$ cat config.mk
export PLATFORM = sky130hd
export DESIGN_NAME = dcob_bank
export DESIGN_NICKNAME = d
export VERILOG_FILES = /design/src/rtl/dcob_pkg.sv /design/src/rtl/dcob_scaler.sv /design/src/rtl/dcob_bank.sv
export SDC_FILE = /design/constraint.sdc
export NUM_CORES = 2
export LEC_CHECK = 0
export BUFFER_PORTS_ARGS = -buffer_cell sky130_fd_sc_hd__buf_4
export CAP_MARGIN = 20
export CELL_PAD_IN_SITES_DETAIL_PLACEMENT = 0
export CELL_PAD_IN_SITES_GLOBAL_PLACEMENT = 1
export CORE_MARGIN = 4
export CORE_UTILIZATION = 50
export DETAILED_ROUTE_END_ITERATION = 6
export GPL_ROUTABILITY_DRIVEN = 0
export PLACE_DENSITY = 0.8
export SLEW_MARGIN = 20
export SYNTH_ARGS = -nofsm -noshare
export SYNTH_HDL_FRONTEND = slang
export SYNTH_HIERARCHICAL = 1
export SYNTH_SLANG_ARGS = --single-unit
$ cat constraint.sdc
create_clock -name i_clk_sys -period 12.7 [get_ports i_clk_sys]
set_clock_uncertainty 0.05 [all_clocks]
set_input_delay 2.54 -clock i_clk_sys [delete_from_list [all_inputs] [get_ports i_clk_sys]]
set_output_delay 2.54 -clock i_clk_sys [all_outputs]
set_load 0.005 [all_outputs]
$ cat src/rtl/dcob_pkg.sv
// Package of offsets, fields, reset values and timing for the drive config bank
package dcob_pkg;
  // Register indices (byte address = 4 * index)
  localparam logic [15:0] DCOB_IDX_MULT = 16'h2057;
  localparam logic [15:0] DCOB_IDX_DIV = 16'h2058;
  localparam logic [15:0] DCOB_IDX_ENC_POS = 16'h205a;
  localparam logic [15:0] DCOB_IDX_MODE = 16'h205b;
  localparam logic [15:0] DCOB_IDX_DELAY = 16'h2084;
  localparam logic [15:0] DCOB_IDX_AVAIL = 16'h2101;
  localparam logic [15:0] DCOB_IDX_CTRL = 16'h2102;
  localparam logic [15:0] DCOB_IDX_DMASK = 16'h2103;
  localparam logic [15:0] DCOB_IDX_ENABLED = 16'h2104;
  localparam logic [15:0] DCOB_IDX_STATUS = 16'h2105;
  localparam logic [15:0] DCOB_IDX_PULSE_IN = 16'h2106;
  localparam logic [15:0] DCOB_IDX_SCALED = 16'h2107;
  // Reset values
  localparam logic [31:0] DCOB_RST_MULT = 32'h0000_0080;
  localparam logic [31:0] DCOB_RST_DIV = 32'h0000_0001;
  localparam logic [31:0] DCOB_RST_MODE = 32'h0000_0000;
  localparam logic [31:0] DCOB_RST_DELAY = 32'h0000_0000;
  localparam logic [31:0] DCOB_RST_AVAIL = 32'h0019_0021;
  localparam logic [31:0] DCOB_RST_DMASK = 32'h0000_0000;
  // Availability bit positions
  localparam int DCOB_BIT_USB = 0;
  localparam int DCOB_BIT_SERIAL_485 = 1;
  localparam int DCOB_BIT_SERIAL_232 = 2;
  localparam int DCOB_BIT_CAN = 3;
  localparam int DCOB_BIT_ETHERNET = 4;
  localparam int DCOB_BIT_REALTIME = 5;
  localparam int DCOB_BIT_SPI = 6;
  localparam int DCOB_BIT_MODBUS_SERIAL = 16;
  localparam int DCOB_BIT_MODBUS_NET = 17;
  localparam int DCOB_BIT_INDUSTRIAL_IP = 18;
  localparam int DCOB_IFACE_LSB = 0;
  localparam int DCOB_IFACE_MSB = 15;
  localparam int DCOB_PROTO_LSB = 16;
  localparam int DCOB_PROTO_MSB = 31;
  // Timing: one millisecond at 40 MHz
  localparam int DCOB_CLK_HZ = 40000000;
  localparam int DCOB_MS_PER_S = 1000;
  localparam int DCOB_CYC_PER_MS = DCOB_CLK_HZ / DCOB_MS_PER_S;
  // Readiness sequencer states, Gray coded
  typedef enum logic [1:0]
  {
    DCOB_ST_CAPTURE = 2'b00,
    DCOB_ST_WAIT = 2'b01,
    DCOB_ST_READY = 2'b11
  } dcob_state_t;
endpackage

$ cat src/rtl/dcob_scaler.sv
// Pulse count scaler: multiply then divide, sequential signed divider
`timescale 1ns/1ps
module dcob_scaler
  import dcob_pkg::*;
(
  // Clock and reset
  input wire logic i_clk_sys,
  input wire logic i_reset,
  // Operands
  input wire logic i_start,
  input wire logic signed [31:0] i_count,
  input wire logic signed [31:0] i_mult,
  input wire logic signed [31:0] i_div,
  // Result
  output logic o_busy,
  output logic o_done,
  output logic signed [31:0] o_result
);
  logic [63:0] rem;
  logic [63:0] quo;
  logic [31:0] dvs;
  logic neg;
  logic [6:0] step;
  logic signed [31:0] signed_q;

  // Magnitude of a signed 64-bit value
  function automatic logic [63:0] dcob_abs64(input logic signed [63:0] v);
    dcob_abs64 = v[63] ? 64'(-v) : 64'(v);
  endfunction

  // Restoring division, one quotient bit per cycle; 65 cycles per result
  always_ff @(posedge i_clk_sys)
  begin
    if (i_reset)
    begin
      o_busy <= 1'b0;
      o_done <= 1'b0;
      o_result <= 32'sh0;
      rem <= 64'h0;
      quo <= 64'h0;
      dvs <= 32'h0;
      neg <= 1'b0;
      step <= 7'h0;
    end
    else
    begin
      o_done <= 1'b0;
      if (i_start && !o_busy)
      begin
        if (i_div == 32'sh0)
        begin
          // Zero divider: no division, product passed through
          o_result <= 32'(i_count * i_mult);
          o_done <= 1'b1;
        end
        else
        begin
          quo <= dcob_abs64(64'(i_count) * 64'(i_mult));
          dvs <= i_div[31] ? 32'(-i_div) : 32'(i_div);
          neg <= (i_count[31] ^ i_mult[31]) ^ i_div[31];
          rem <= 64'h0;
          step <= 7'd64;
          o_busy <= 1'b1;
        end
      end
      else if (o_busy)
      begin
        if (step == 7'd0)
        begin
          // Busy held through this cycle so no new start races the hand-over
          o_result <= signed_q;
          o_done <= 1'b1;
          o_busy <= 1'b0;
        end
        else
        begin
          if ({rem[62:0], quo[63]} >= {32'h0, dvs})
          begin
            rem <= {rem[62:0], quo[63]} - {32'h0, dvs};
            quo <= {quo[62:0], 1'b1};
          end
          else
          begin
            rem <= {rem[62:0], quo[63]};
            quo <= {quo[62:0], 1'b0};
          end
          step <= step - 7'd1;
        end
      end
    end
  end

  // Sign applied once the last quotient bit is in; quotient truncates toward zero
  assign signed_q = neg ? 32'(-quo[31:0]) : 32'(quo[31:0]);
endmodule

$ cat src/rtl/dcob_bank.sv
// Drive configuration object bank with Avalon-MM slave
//
// Summary of operation
// - Step/direction: pulse count divided by signed divider, default one.
// - Step/direction: count multiplied by signed multiplier, default 0x80, before division.
// - Encoder position captured once after reset, read-only signed value.
// - Mode 0 selects step/direction, 1 selects cw/ccw; reset is 0.
// - Ready declared after the delay latched on the first cycle after reset, which is always the default zero.
// - Availability bits 0-15 physical interfaces, 16-31 protocol.
// - Bits 0..6: USB, 485, 232, CAN, Ethernet, realtime Ethernet, SPI.
// - Bits 16..18: serial Modbus, networked Modbus, industrial IP.
// - Availability map read-only, reads 0x00190021 after reset.
// - Writable control object; with the all-zero disable mask it switches nothing.
// - Control uses same bits; only disable-mask bits are switchable.
//
// Register access over Avalon-MM was chosen for this implementation.
`timescale 1ns/1ps
module dcob_bank
  import dcob_pkg::*;
(
  // Clock and reset
  input wire logic i_clk_sys,
  input wire logic i_reset,
  // Avalon-MM slave
  input wire logic [17:0] i_avs_address,
  input wire logic i_avs_read,
  input wire logic i_avs_write,
  input wire logic [31:0] i_avs_writedata,
  input wire logic [3:0] i_avs_byteenable,
  output logic [31:0] o_avs_readdata,
  output logic o_avs_waitrequest,
  output logic [1:0] o_avs_response,
  // Motion side
  input wire logic i_pulse_step,
  input wire logic i_pulse_dir,
  input wire logic i_pulse_cw,
  input wire logic i_pulse_ccw,
  input wire logic signed [31:0] i_encoder_position,
  // Drive state outputs
  output logic o_ready,
  output logic o_mode_cw_ccw,
  output logic signed [31:0] o_scaled_count,
  output logic o_scaled_valid,
  output logic [31:0] o_fieldbus_enabled
);
  logic signed [31:0] mult;
  logic signed [31:0] div;
  logic signed [31:0] enc_pos;
  logic [31:0] mode;
  logic [31:0] delay_ms;
  logic [31:0] ctrl;
  logic [31:0] pulse_count;
  dcob_state_t state;
  logic [31:0] ms_left;
  logic [15:0] ms_cyc;
  logic acc_done;
  logic [15:0] word_idx;
  logic wr_hit;
  logic [31:0] rd_val;
  logic rd_ok;

  // Byte-lane merge used by every writable register
  function automatic logic [31:0] dcob_merge(input logic [31:0] old, input logic [31:0] wd,
                                             input logic [3:0] be);
    for (int i = 0; i < 4; i++)
      dcob_merge[i*8 +: 8] = be[i] ? wd[i*8 +: 8] : old[i*8 +: 8];
  endfunction

  // Word index from byte address; one wait state per access, two when it directly follows an accepted one
  assign word_idx = i_avs_address[17:2];
  assign wr_hit = i_avs_write && o_avs_waitrequest == 1'b0 && !acc_done;

  // Waitrequest held high one cycle, or two straight after an accepted access, then dropped for the accepting edge
  always_ff @(posedge i_clk_sys)
  begin
    if (i_reset)
    begin
      o_avs_waitrequest <= 1'b1;
      acc_done <= 1'b0;
    end
    else if ((i_avs_read || i_avs_write) && o_avs_waitrequest && !acc_done)
      o_avs_waitrequest <= 1'b0;
    else
    begin
      o_avs_waitrequest <= 1'b1;
      acc_done <= !o_avs_waitrequest;
    end
  end

  // Read mux: unmapped addresses answer zero with DECODEERROR
  always_comb
  begin
    rd_val = 32'h0;
    rd_ok = 1'b1;
    case (word_idx)
      DCOB_IDX_MULT: rd_val = mult;
      DCOB_IDX_DIV: rd_val = div;
      DCOB_IDX_ENC_POS: rd_val = enc_pos;
      DCOB_IDX_MODE: rd_val = mode;
      DCOB_IDX_DELAY: rd_val = delay_ms;
      DCOB_IDX_AVAIL: rd_val = DCOB_RST_AVAIL;
      DCOB_IDX_CTRL: rd_val = ctrl;
      DCOB_IDX_DMASK: rd_val = DCOB_RST_DMASK;
      DCOB_IDX_ENABLED: rd_val = o_fieldbus_enabled;
      DCOB_IDX_STATUS: rd_val = {30'h0, state == DCOB_ST_READY, o_mode_cw_ccw};
      DCOB_IDX_PULSE_IN: rd_val = pulse_count;
      DCOB_IDX_SCALED: rd_val = o_scaled_count;
      default: rd_ok = 1'b0;
    endcase
  end

  // Read data registered on the cycle waitrequest drops
  always_ff @(posedge i_clk_sys)
  begin
    if (i_reset)
    begin
      o_avs_readdata <= 32'h0;
      o_avs_response <= 2'b00;
    end
    else if ((i_avs_read || i_avs_write) && o_avs_waitrequest && !acc_done)
    begin
      o_avs_readdata <= i_avs_read ? rd_val : 32'h0;
      o_avs_response <= rd_ok ? 2'b00 : 2'b11;
    end
  end

  // Writable configuration; read-only objects ignore writes
  always_ff @(posedge i_clk_sys)
  begin
    if (i_reset)
    begin
      mult <= DCOB_RST_MULT;
      div <= DCOB_RST_DIV;
      mode <= DCOB_RST_MODE;
      delay_ms <= DCOB_RST_DELAY;
    end
    else if (wr_hit)
    begin
      case (word_idx)
        DCOB_IDX_MULT: mult <= dcob_merge(mult, i_avs_writedata, i_avs_byteenable);
        DCOB_IDX_DIV: div <= dcob_merge(div, i_avs_writedata, i_avs_byteenable);
        DCOB_IDX_MODE: mode <= dcob_merge(mode, i_avs_writedata, i_avs_byteenable);
        DCOB_IDX_DELAY: delay_ms <= dcob_merge(delay_ms, i_avs_writedata, i_avs_byteenable);
        default: ;
      endcase
    end
  end

  // Control object: only bits the disable mask marks may leave their preset
  always_ff @(posedge i_clk_sys)
  begin
    if (i_reset)
      ctrl <= DCOB_RST_AVAIL;
    else if (wr_hit && word_idx == DCOB_IDX_CTRL)
      ctrl <= (dcob_merge(ctrl, i_avs_writedata, i_avs_byteenable) & DCOB_RST_DMASK)
              | (ctrl & ~DCOB_RST_DMASK);
  end

  // Active buses: control limited to what the device has
  always_ff @(posedge i_clk_sys)
  begin
    if (i_reset)
      o_fieldbus_enabled <= DCOB_RST_AVAIL;
    else
      o_fieldbus_enabled <= ctrl & DCOB_RST_AVAIL;
  end

  // Mode decode straight from the selector's bit 0
  always_ff @(posedge i_clk_sys)
  begin
    if (i_reset)
      o_mode_cw_ccw <= 1'b0;
    else
      o_mode_cw_ccw <= mode[0];
  end

  // Power-up sequencer: capture position, then count milliseconds
  always_ff @(posedge i_clk_sys)
  begin
    if (i_reset)
    begin
      state <= DCOB_ST_CAPTURE;
      enc_pos <= 32'sh0;
      ms_left <= 32'h0;
      ms_cyc <= 16'h0;
      o_ready <= 1'b0;
    end
    else
    begin
      case (state)
        DCOB_ST_CAPTURE:
        begin
          enc_pos <= i_encoder_position;
          ms_left <= delay_ms;
          ms_cyc <= 16'(DCOB_CYC_PER_MS - 1);
          state <= DCOB_ST_WAIT;
        end
        DCOB_ST_WAIT:
        begin
          if (ms_left == 32'h0)
          begin
            state <= DCOB_ST_READY;
            o_ready <= 1'b1;
          end
          else if (ms_cyc == 16'h0)
          begin
            ms_cyc <= 16'(DCOB_CYC_PER_MS - 1);
            ms_left <= ms_left - 32'h1;
          end
          else
            ms_cyc <= ms_cyc - 16'h1;
        end
        DCOB_ST_READY:
          o_ready <= 1'b1;
        default:
          state <= DCOB_ST_CAPTURE;
      endcase
    end
  end

  // Pulse input synchronisers, three stages each
  logic [2:0] s_step;
  logic [2:0] s_dir;
  logic [2:0] s_cw;
  logic [2:0] s_ccw;
  logic step_q;
  logic cw_q;
  logic ccw_q;
  always_ff @(posedge i_clk_sys)
  begin
    if (i_reset)
    begin
      s_step <= 3'h0;
      s_dir <= 3'h0;
      s_cw <= 3'h0;
      s_ccw <= 3'h0;
      step_q <= 1'b0;
      cw_q <= 1'b0;
      ccw_q <= 1'b0;
    end
    else
    begin
      s_step <= {s_step[1:0], i_pulse_step};
      s_dir <= {s_dir[1:0], i_pulse_dir};
      s_cw <= {s_cw[1:0], i_pulse_cw};
      s_ccw <= {s_ccw[1:0], i_pulse_ccw};
      if (s_step[1] == s_step[2])
        step_q <= s_step[2];
      if (s_cw[1] == s_cw[2])
        cw_q <= s_cw[2];
      if (s_ccw[1] == s_ccw[2])
        ccw_q <= s_ccw[2];
    end
  end

  // Rising edges of the filtered levels drive the counter
  logic step_rise;
  logic cw_rise;
  logic ccw_rise;
  assign step_rise = s_step[1] == s_step[2] && s_step[2] && !step_q;
  assign cw_rise = s_cw[1] == s_cw[2] && s_cw[2] && !cw_q;
  assign ccw_rise = s_ccw[1] == s_ccw[2] && s_ccw[2] && !ccw_q;

  // Accumulated count, direction per selected interpretation
  always_ff @(posedge i_clk_sys)
  begin
    if (i_reset)
      pulse_count <= 32'h0;
    else if (!o_mode_cw_ccw && step_rise)
      pulse_count <= s_dir[2] ? pulse_count - 32'h1 : pulse_count + 32'h1;
    else if (o_mode_cw_ccw && (cw_rise ^ ccw_rise))
      pulse_count <= cw_rise ? pulse_count + 32'h1 : pulse_count - 32'h1;
  end

  // Rescale in step/direction mode whenever the scaler is free and the count moved
  logic sc_busy;
  logic sc_done;
  logic signed [31:0] sc_result;
  logic sc_start;
  logic [31:0] last_count;
  assign sc_start = !o_mode_cw_ccw && !sc_busy && (pulse_count != last_count);

  dcob_scaler u_scaler (
    .i_clk_sys(i_clk_sys),
    .i_reset(i_reset),
    .i_start(sc_start),
    .i_count(pulse_count),
    .i_mult(mult),
    .i_div(div),
    .o_busy(sc_busy),
    .o_done(sc_done),
    .o_result(sc_result)
  );

  // Result capture; cw/ccw mode passes the raw count
  always_ff @(posedge i_clk_sys)
  begin
    if (i_reset)
    begin
      last_count <= 32'h0;
      o_scaled_count <= 32'sh0;
      o_scaled_valid <= 1'b0;
    end
    else
    begin
      o_scaled_valid <= 1'b0;
      if (sc_start)
        last_count <= pulse_count;
      if (sc_done)
      begin
        o_scaled_count <= sc_result;
        o_scaled_valid <= 1'b1;
      end
      else if (o_mode_cw_ccw && pulse_count != last_count)
      begin
        // Raw count passes unscaled, flagged like a scaled result
        o_scaled_count <= pulse_count;
        o_scaled_valid <= 1'b1;
        last_count <= pulse_count;
      end
    end
  end

  // Assertions
  avail_const_a: assert property (@(posedge i_clk_sys) disable iff (i_reset)
    i_avs_read && !o_avs_waitrequest && word_idx == DCOB_IDX_AVAIL
    && $past(i_avs_read) |-> o_avs_readdata == 32'h0019_0021)
    else $error("availability map not constant");
  ctrl_lock_a: assert property (@(posedge i_clk_sys) disable iff (i_reset)
    (ctrl & ~DCOB_RST_DMASK) == (DCOB_RST_AVAIL & ~DCOB_RST_DMASK))
    else $error("locked control bit changed");
  enc_hold_a: assert property (@(posedge i_clk_sys) disable iff (i_reset)
    state == DCOB_ST_READY |=> $stable(enc_pos))
    else $error("encoder boot value changed");
  mode_map_a: assert property (@(posedge i_clk_sys) disable iff (i_reset)
    ##1 o_mode_cw_ccw == $past(mode[0]))
    else $error("mode output mismatch");
  zero_delay_a: assert property (@(posedge i_clk_sys) disable iff (i_reset)
    state == DCOB_ST_WAIT && ms_left == 32'h0 |=> o_ready)
    else $error("ready not raised");
  ready_gate_a: assert property (@(posedge i_clk_sys) disable iff (i_reset)
    o_ready |-> state == DCOB_ST_READY)
    else $error("ready before wait ended");
  zero_div_a: assert property (@(posedge i_clk_sys) disable iff (i_reset)
    sc_start && div == 32'sh0 |=> sc_done && sc_result == 32'($past(pulse_count) * $past(mult)))
    else $error("zero divider not bypassed");
  enabled_a: assert property (@(posedge i_clk_sys) disable iff (i_reset)
    ##1 o_fieldbus_enabled == ($past(ctrl) & 32'h0019_0021))
    else $error("enabled map wrong");
  cov_write_c: cover property (@(posedge i_clk_sys) wr_hit && word_idx == DCOB_IDX_DIV);
  cov_ready_c: cover property (@(posedge i_clk_sys) $rose(o_ready));
  cov_scale_c: cover property (@(posedge i_clk_sys) sc_done && div != 32'sh0);
  cov_rotate_c: cover property (@(posedge i_clk_sys) o_mode_cw_ccw && o_scaled_valid);
endmodule

After elaboration in Yosys (flattened, before gate mapping)

Cells that the tools add are included.
Widths: inputs -> output; s select.

Register bits after elaboration: 561
Output and inout bits: 102
Logic and storage cells: 202

Add/sub/neg operators: 9
$mul: 2
Magnitude comparators: 1
Equality and inequality tests: 24
Muxes and demuxes: 55
Bitwise logic cells: 6
Reduce and logical (&&, ||, !) cells: 60

Operators with widths:

| kind                  | number |
|---|---|
| $mux 32               | 18 |
| $mux 64               | 5 |
| $mux 63               | 5 |
| $pmux 32 s9           | 1 |
| $eq 16x14->1 const B  | 12 |
| $ge 64x32->1          | 1 |
| $logic_not 32->1      | 2 |
| $mul 32x32->64        | 1 |
| $neg 32->32           | 2 |
| $neg 64->64           | 1 |
| $pmux 32 s2           | 1 |
| $sub 32x1->32 const B | 2 |
| $sub 63x32->63        | 1 |
| $reduce_and 3->1      | 19 |
| $add 32x1->32 const B | 1 |
| $mul 32x32->32        | 1 |
| $mux 16               | 2 |
| $ne 32x32->1          | 1 |
| $pmux 16 s2           | 1 |
| $mux 7                | 4 |
| $logic_and 1x1->1     | 16 |
| $logic_not 16->1      | 1 |
| $sub 16x1->16 const B | 1 |
| $mux 1                | 14 |
| other kinds (19)      | 44 |

Depth between registers and ports, before layout

Word-level depth: 7
Mapped depth: 33

Hierarchy

Netlist, hierarchy kept.

Modules (own cells, without submodules):

| module      | instances | cells an instance | area each (µm²) | sequential area each (µm²) |
|---|---|---|---|---|
| dcob_scaler | 1         | 5,796             | 50,248.2        | 4,023.9 |
| dcob_bank   | 1         | 2,193             | 17,682.0        | 7,186.9 |

Worst setup path after synthesis

Ideal clock, no wire load.

Kind: register to register
Start point: register pulse_count[31]
End point: register u_scaler.quo[62]
Arrival: 8,969 ps
Required time: 12,528 ps
Path slack: 3,559 ps
Cell stages (with the launch flop): 30
Clock period less this slack: 9,141 ps
Cells stage by stage: dfxtp_1 -> clkbuf_1 -> nand2_1 -> inv_1 -> fa_1 -> fa_1 -> fa_1 -> inv_1 -> fa_1 -> inv_1 -> fa_1 -> fa_1 -> inv_1 -> fa_1 -> inv_1 -> fa_1 -> ha_1 -> clkbuf_1 -> a21o_1 -> a31o_2 -> a21oi_1 -> and2_1 -> or4b_2 -> a21oi_1 -> o21ai_0 -> nor3_1 -> and3_1 -> a41oi_1 -> a211oi_1 -> nand2_1

Word-level cells in the longest chain between the ends: 5

Ends and longest elaborated chain:

| item                                                    | RTL line                             | RTL |
|---|---|---|
| from (decl)                                             | dcob_bank.sv:52                      | `logic [31:0] pulse_count;` |
| from (signal assigned)                                  | dcob_bank.sv:270                     | `pulse_count <= s_dir[2] ? pulse_count - 32'h1 : pulse_count + 32'h1;` |
| from (signal assigned)                                  | dcob_bank.sv:272                     | `pulse_count <= cw_rise ? pulse_count + 32'h1 : pulse_count - 32'h1;` |
| $mul 32x32->64 / $ne 32x32->1 (equally long branches)   | dcob_scaler.sv:58, dcob_bank.sv:281  |  |
| $neg 64->64 / $logic_and 1x1->1 (equally long branches) | dcob_scaler.sv:28, dcob_bank.sv:281  |  |
| $mux 64 / $logic_and 1x1->1 (equally long branches)     | dcob_scaler.sv:28, dcob_scaler.sv:48 |  |
| $mux 64 (tied with other cells)                         | dcob_scaler.sv:50                    | `if (i_div == 32'sh0)` |
| $mux 64 / $reduce_and 3->1 (equally long branches)      | -                                    |  |
| to (signal assigned)                                    | dcob_scaler.sv:58                    | `quo <= dcob_abs64(64'(i_count) * 64'(i_mult));` |
| to (signal assigned)                                    | dcob_scaler.sv:80                    | `quo <= {quo[62:0], 1'b1};` |
| to (signal assigned)                                    | dcob_scaler.sv:85                    | `quo <= {quo[62:0], 1'b0};` |
| to (decl)                                               | dcob_scaler.sv:20                    | `logic [63:0] quo;` |

Parallel ways exist; a longest one is shown, timed or not. The select of a mux whose other input is x is not followed.
A chain may end at the register's enable or synchronous reset.

Worst setup path after layout

Ends and elaborated chain as after synthesis.

==> out/qor.yml <==
flow_run:
  max_cap_viol_count: 0
timing:
  post-route-period-util: 0.879
  slew_headroom: 0.200
  fin_setup_tns_ns: 0
  rsz0062_at_grt: "false"
  min_period_ns: 11.17
  maxSlewViolCount: 0
  worstMarginPinSlew_ns: 1.20
  setup_viol: 0
  fin_ws_ns: 1.53
  finalHoldViolations: 0
  holdWs_ns: 0.382
  max_clock_freq_mhz: 89.5
critical_path:
  path_class: "flip-flop to flip-flop"
  worst_setup_path_start_kind: "flip-flop"
  crit_top_cell: "fa_1"
  cp-end-kind: "flip-flop"
  required_ns: 13.14
  cp-startpoint: "pulse_count[31]"
  cp.arrival_ns: 11.61
  crit_path_max_fanout: 22
  cp_slowest_cell: "dfxtp_1"
  r2r_start: "pulse_count[31]"
  cpPeakStageDelay_ns: 1.02
synthesis:
  synth-simple-area-share: 0.197
  synth_top_family_by_area: "adder cells"
  synth_ff_type: "dfxtp_1"
  yosys_warnings: 6
  synth_compound_area_frac: 0.126
  synth_seq_cells: 560
  netlist_area_um2: 67900
  synth-edff-count: 0
  ys_types: 109
  yosysSeqAreaShare: 0.165
  synth_area_per_cell_um2: 8.50
  synth_xor_area_frac: 0.0355
  synthAdderAreaFrac: 0.362
  async_reset_ff_frac: 0
  synthTopCellsByArea: "fa_1 32%, dfxtp_1 17%, nand2_1 5.8%"
  synth.largest_area_cell: "fa_1"
  synth.area.mux_share: 0.0232
  netlist_instances: 7989
  synth_top_cell_area_share: 0.319
cts:
  h-tree-depth: 3
  cts_buffers: 67
  hold_buffers: 0
  tritoncts: "built"
  clock_sinks: 560
  post_cts_buffers: 0
  clock_latency_ns: 0.66
  cts.clk_slew.worst_paths_ns: 0.06
  cts_buffer_depth: 3
  post_cts_resized: 0
  clockRootBuffer: "clkbuf_16"
global_routing:
  antenna_found_initial: 4
  overflow: 0
  grt.total_usage: 0.289
  grt_max_degree: 95
  grt_pass1_wl_um: 324000
  grt_pass1_vias: 56500
power:
  p_leak_uw: 0.0328
  p_total_uw: 10100
  p_per_area_nw_per_um2: 139
  vdd_drop_max_uv: 827
final_layout:
  largest-register: "u_scaler/quo"
  fin_nets: 9251
  drive_gt1_frac: 0.0650
  largest_reg_flops: 64
  largestRegisters: "u_scaler/quo x64, u_scaler/rem x63"
  area_growth_pct: 7.10
route:
  drtAntennaViolNets: 0
  drtIter0Drc: 4787
  first_pass_iters: 7
  drc_errors: 0
  detail_route.wl_per_cell_um: 21.2
  dr_total_vias: 55800
  routed_wl_um: 205000
  avgViaCountPerCell: 5.77
outcome:
  status: "finished clean"
floorplan:
  rows: 134
  die_x_um: 377
  coreArea_um2: 134000
  initial_utilization: 0.506
  dieArea_um2: 142000
  io_pins: 196
  fp.dieH_um: 377
worst_hold_path:
  min_path_type: "flip-flop to flip-flop"
  holdCritStartpoint: "s_dir[0]"
placement:
  io_buffers: 161
  place_hpwl_um: 159000
  place_ws_ns: 1.56
[per-layer routing]
layer | track usage | part of all wire
met1 | 0.393 | 0.43
met2 | 0.482 | 0.48
met3 | 0.0341 | 0.059
met4 | 0.0941 | 0.034
met5 | 0 | 0.000034
[power by group]
group	total [uW]	leakage [uW]	internal, uW	switching [uW]
sequential	2230	0.00454	1990	247
clock	2040	0.00113	1210	836
combinational	5820	0.0272	2210	3610
total	10100	0.0328	5400	4700
[path summary, 6_finish.rpt]
kind | to | cells past startpoint | slack (ns)
min reg2reg | s_dir[1] | 1 | 0.38
max | u_scaler/quo[62] | 27 | 1.53
min | s_dir[1] | 1 | 0.38
max reg2reg | u_scaler/quo[62] | 27 | 1.53
[cell families after synthesis]
| kind of cell | count (synthesis) |
|---|---|
| flops | 560 |
| compound gates | 1331 |
| mux | 156 |
| other cells | 2 |
| buf+inv | 1591 |
| xor+xnor | 272 |
| fa+ha+maj | 1314 |
| simple gates | 2763 |
[Yosys cell counts (42+ instances only)]
| master | instances |
|---|---|
| fa_1 | 1083 |
| nand2_1 | 1049 |
| inv_1 | 1043 |
| dfxtp_1 | 560 |
| and2_1 | 529 |
| nor2_1 | 489 |
| a21oi_1 | 466 |
| clkbuf_1 | 446 |
| ha_1 | 231 |
| o21ai_0 | 212 |
| nand3_1 | 191 |
| mux2i_1 | 147 |
| a211oi_1 | 143 |
| xnor2_1 | 141 |
| xor2_1 | 129 |
| nor3_1 | 101 |
| nand4_1 | 63 |
| nor4_1 | 54 |
| or3_1 | 54 |
| a21o_1 | 53 |
| a22oi_1 | 46 |
| a22o_1 | 44 |
| buf_4 | 44 |
| o31ai_1 | 42 |
[critical path, delay by kind of cell, from the launching register on]
family          cells  cell delay, ns
buf+inv             5            1.22
simple gates        6            2.04
fa+ha+maj           9            5.22
compound gates      7            1.39
flops               1            1.02
[layout make-up]
class,count,area (um2)
flip-flops and latches,560,11200
fillers,12500,61400
repair buffers,302,2340
clock inverters,29,440
well taps,1768,2210
diodes,2,5.00
inverters,1044,3920
clock buffers,88,1860
multi-input cells,5868,50700
[per-stage QoR]
step	util	instance area, um2	cells
3_5_place_dp	0.525	70400	9542
6_report	0.542	72800	9661
5_1_grt	0.542	72700	9659
3_3_place_gp	0.525	70400	9542
2_1_floorplan	-	68000	8019
4_1_cts	0.542	72700	9659
[cell usage in the layout (no fill, tap or decap), types with 14 or more instances in the layout]
cell	n
fa_1	1083
nand2_1	1046
inv_1	1043
dfxtp_1	538
and2_1	528
nor2_1	481
a21oi_1	465
buf_4	296
ha_1	231
o21ai_0	212
nand3_1	191
mux2i_1	147
a211oi_1	143
xnor2_1	141
xor2_1	129
nor3_1	99
clkbuf_16	68
nand4_1	63
nor4_1	54
or3_1	54
a21o_1	53
a22oi_1	46
a22o_1	44
o31ai_1	41
nand2b_1	39
and3_1	35
nor2b_1	33
conb_1	32
a222oi_1	31
o21ai_1	31
o21a_1	27
or4_1	25
a31oi_1	25
o22ai_1	24
dfxtp_2	22
o211ai_1	21
nand3b_1	16
a311oi_1	15
o21bai_1	14
No activity file was read; power rests on OpenSTA's default activity.
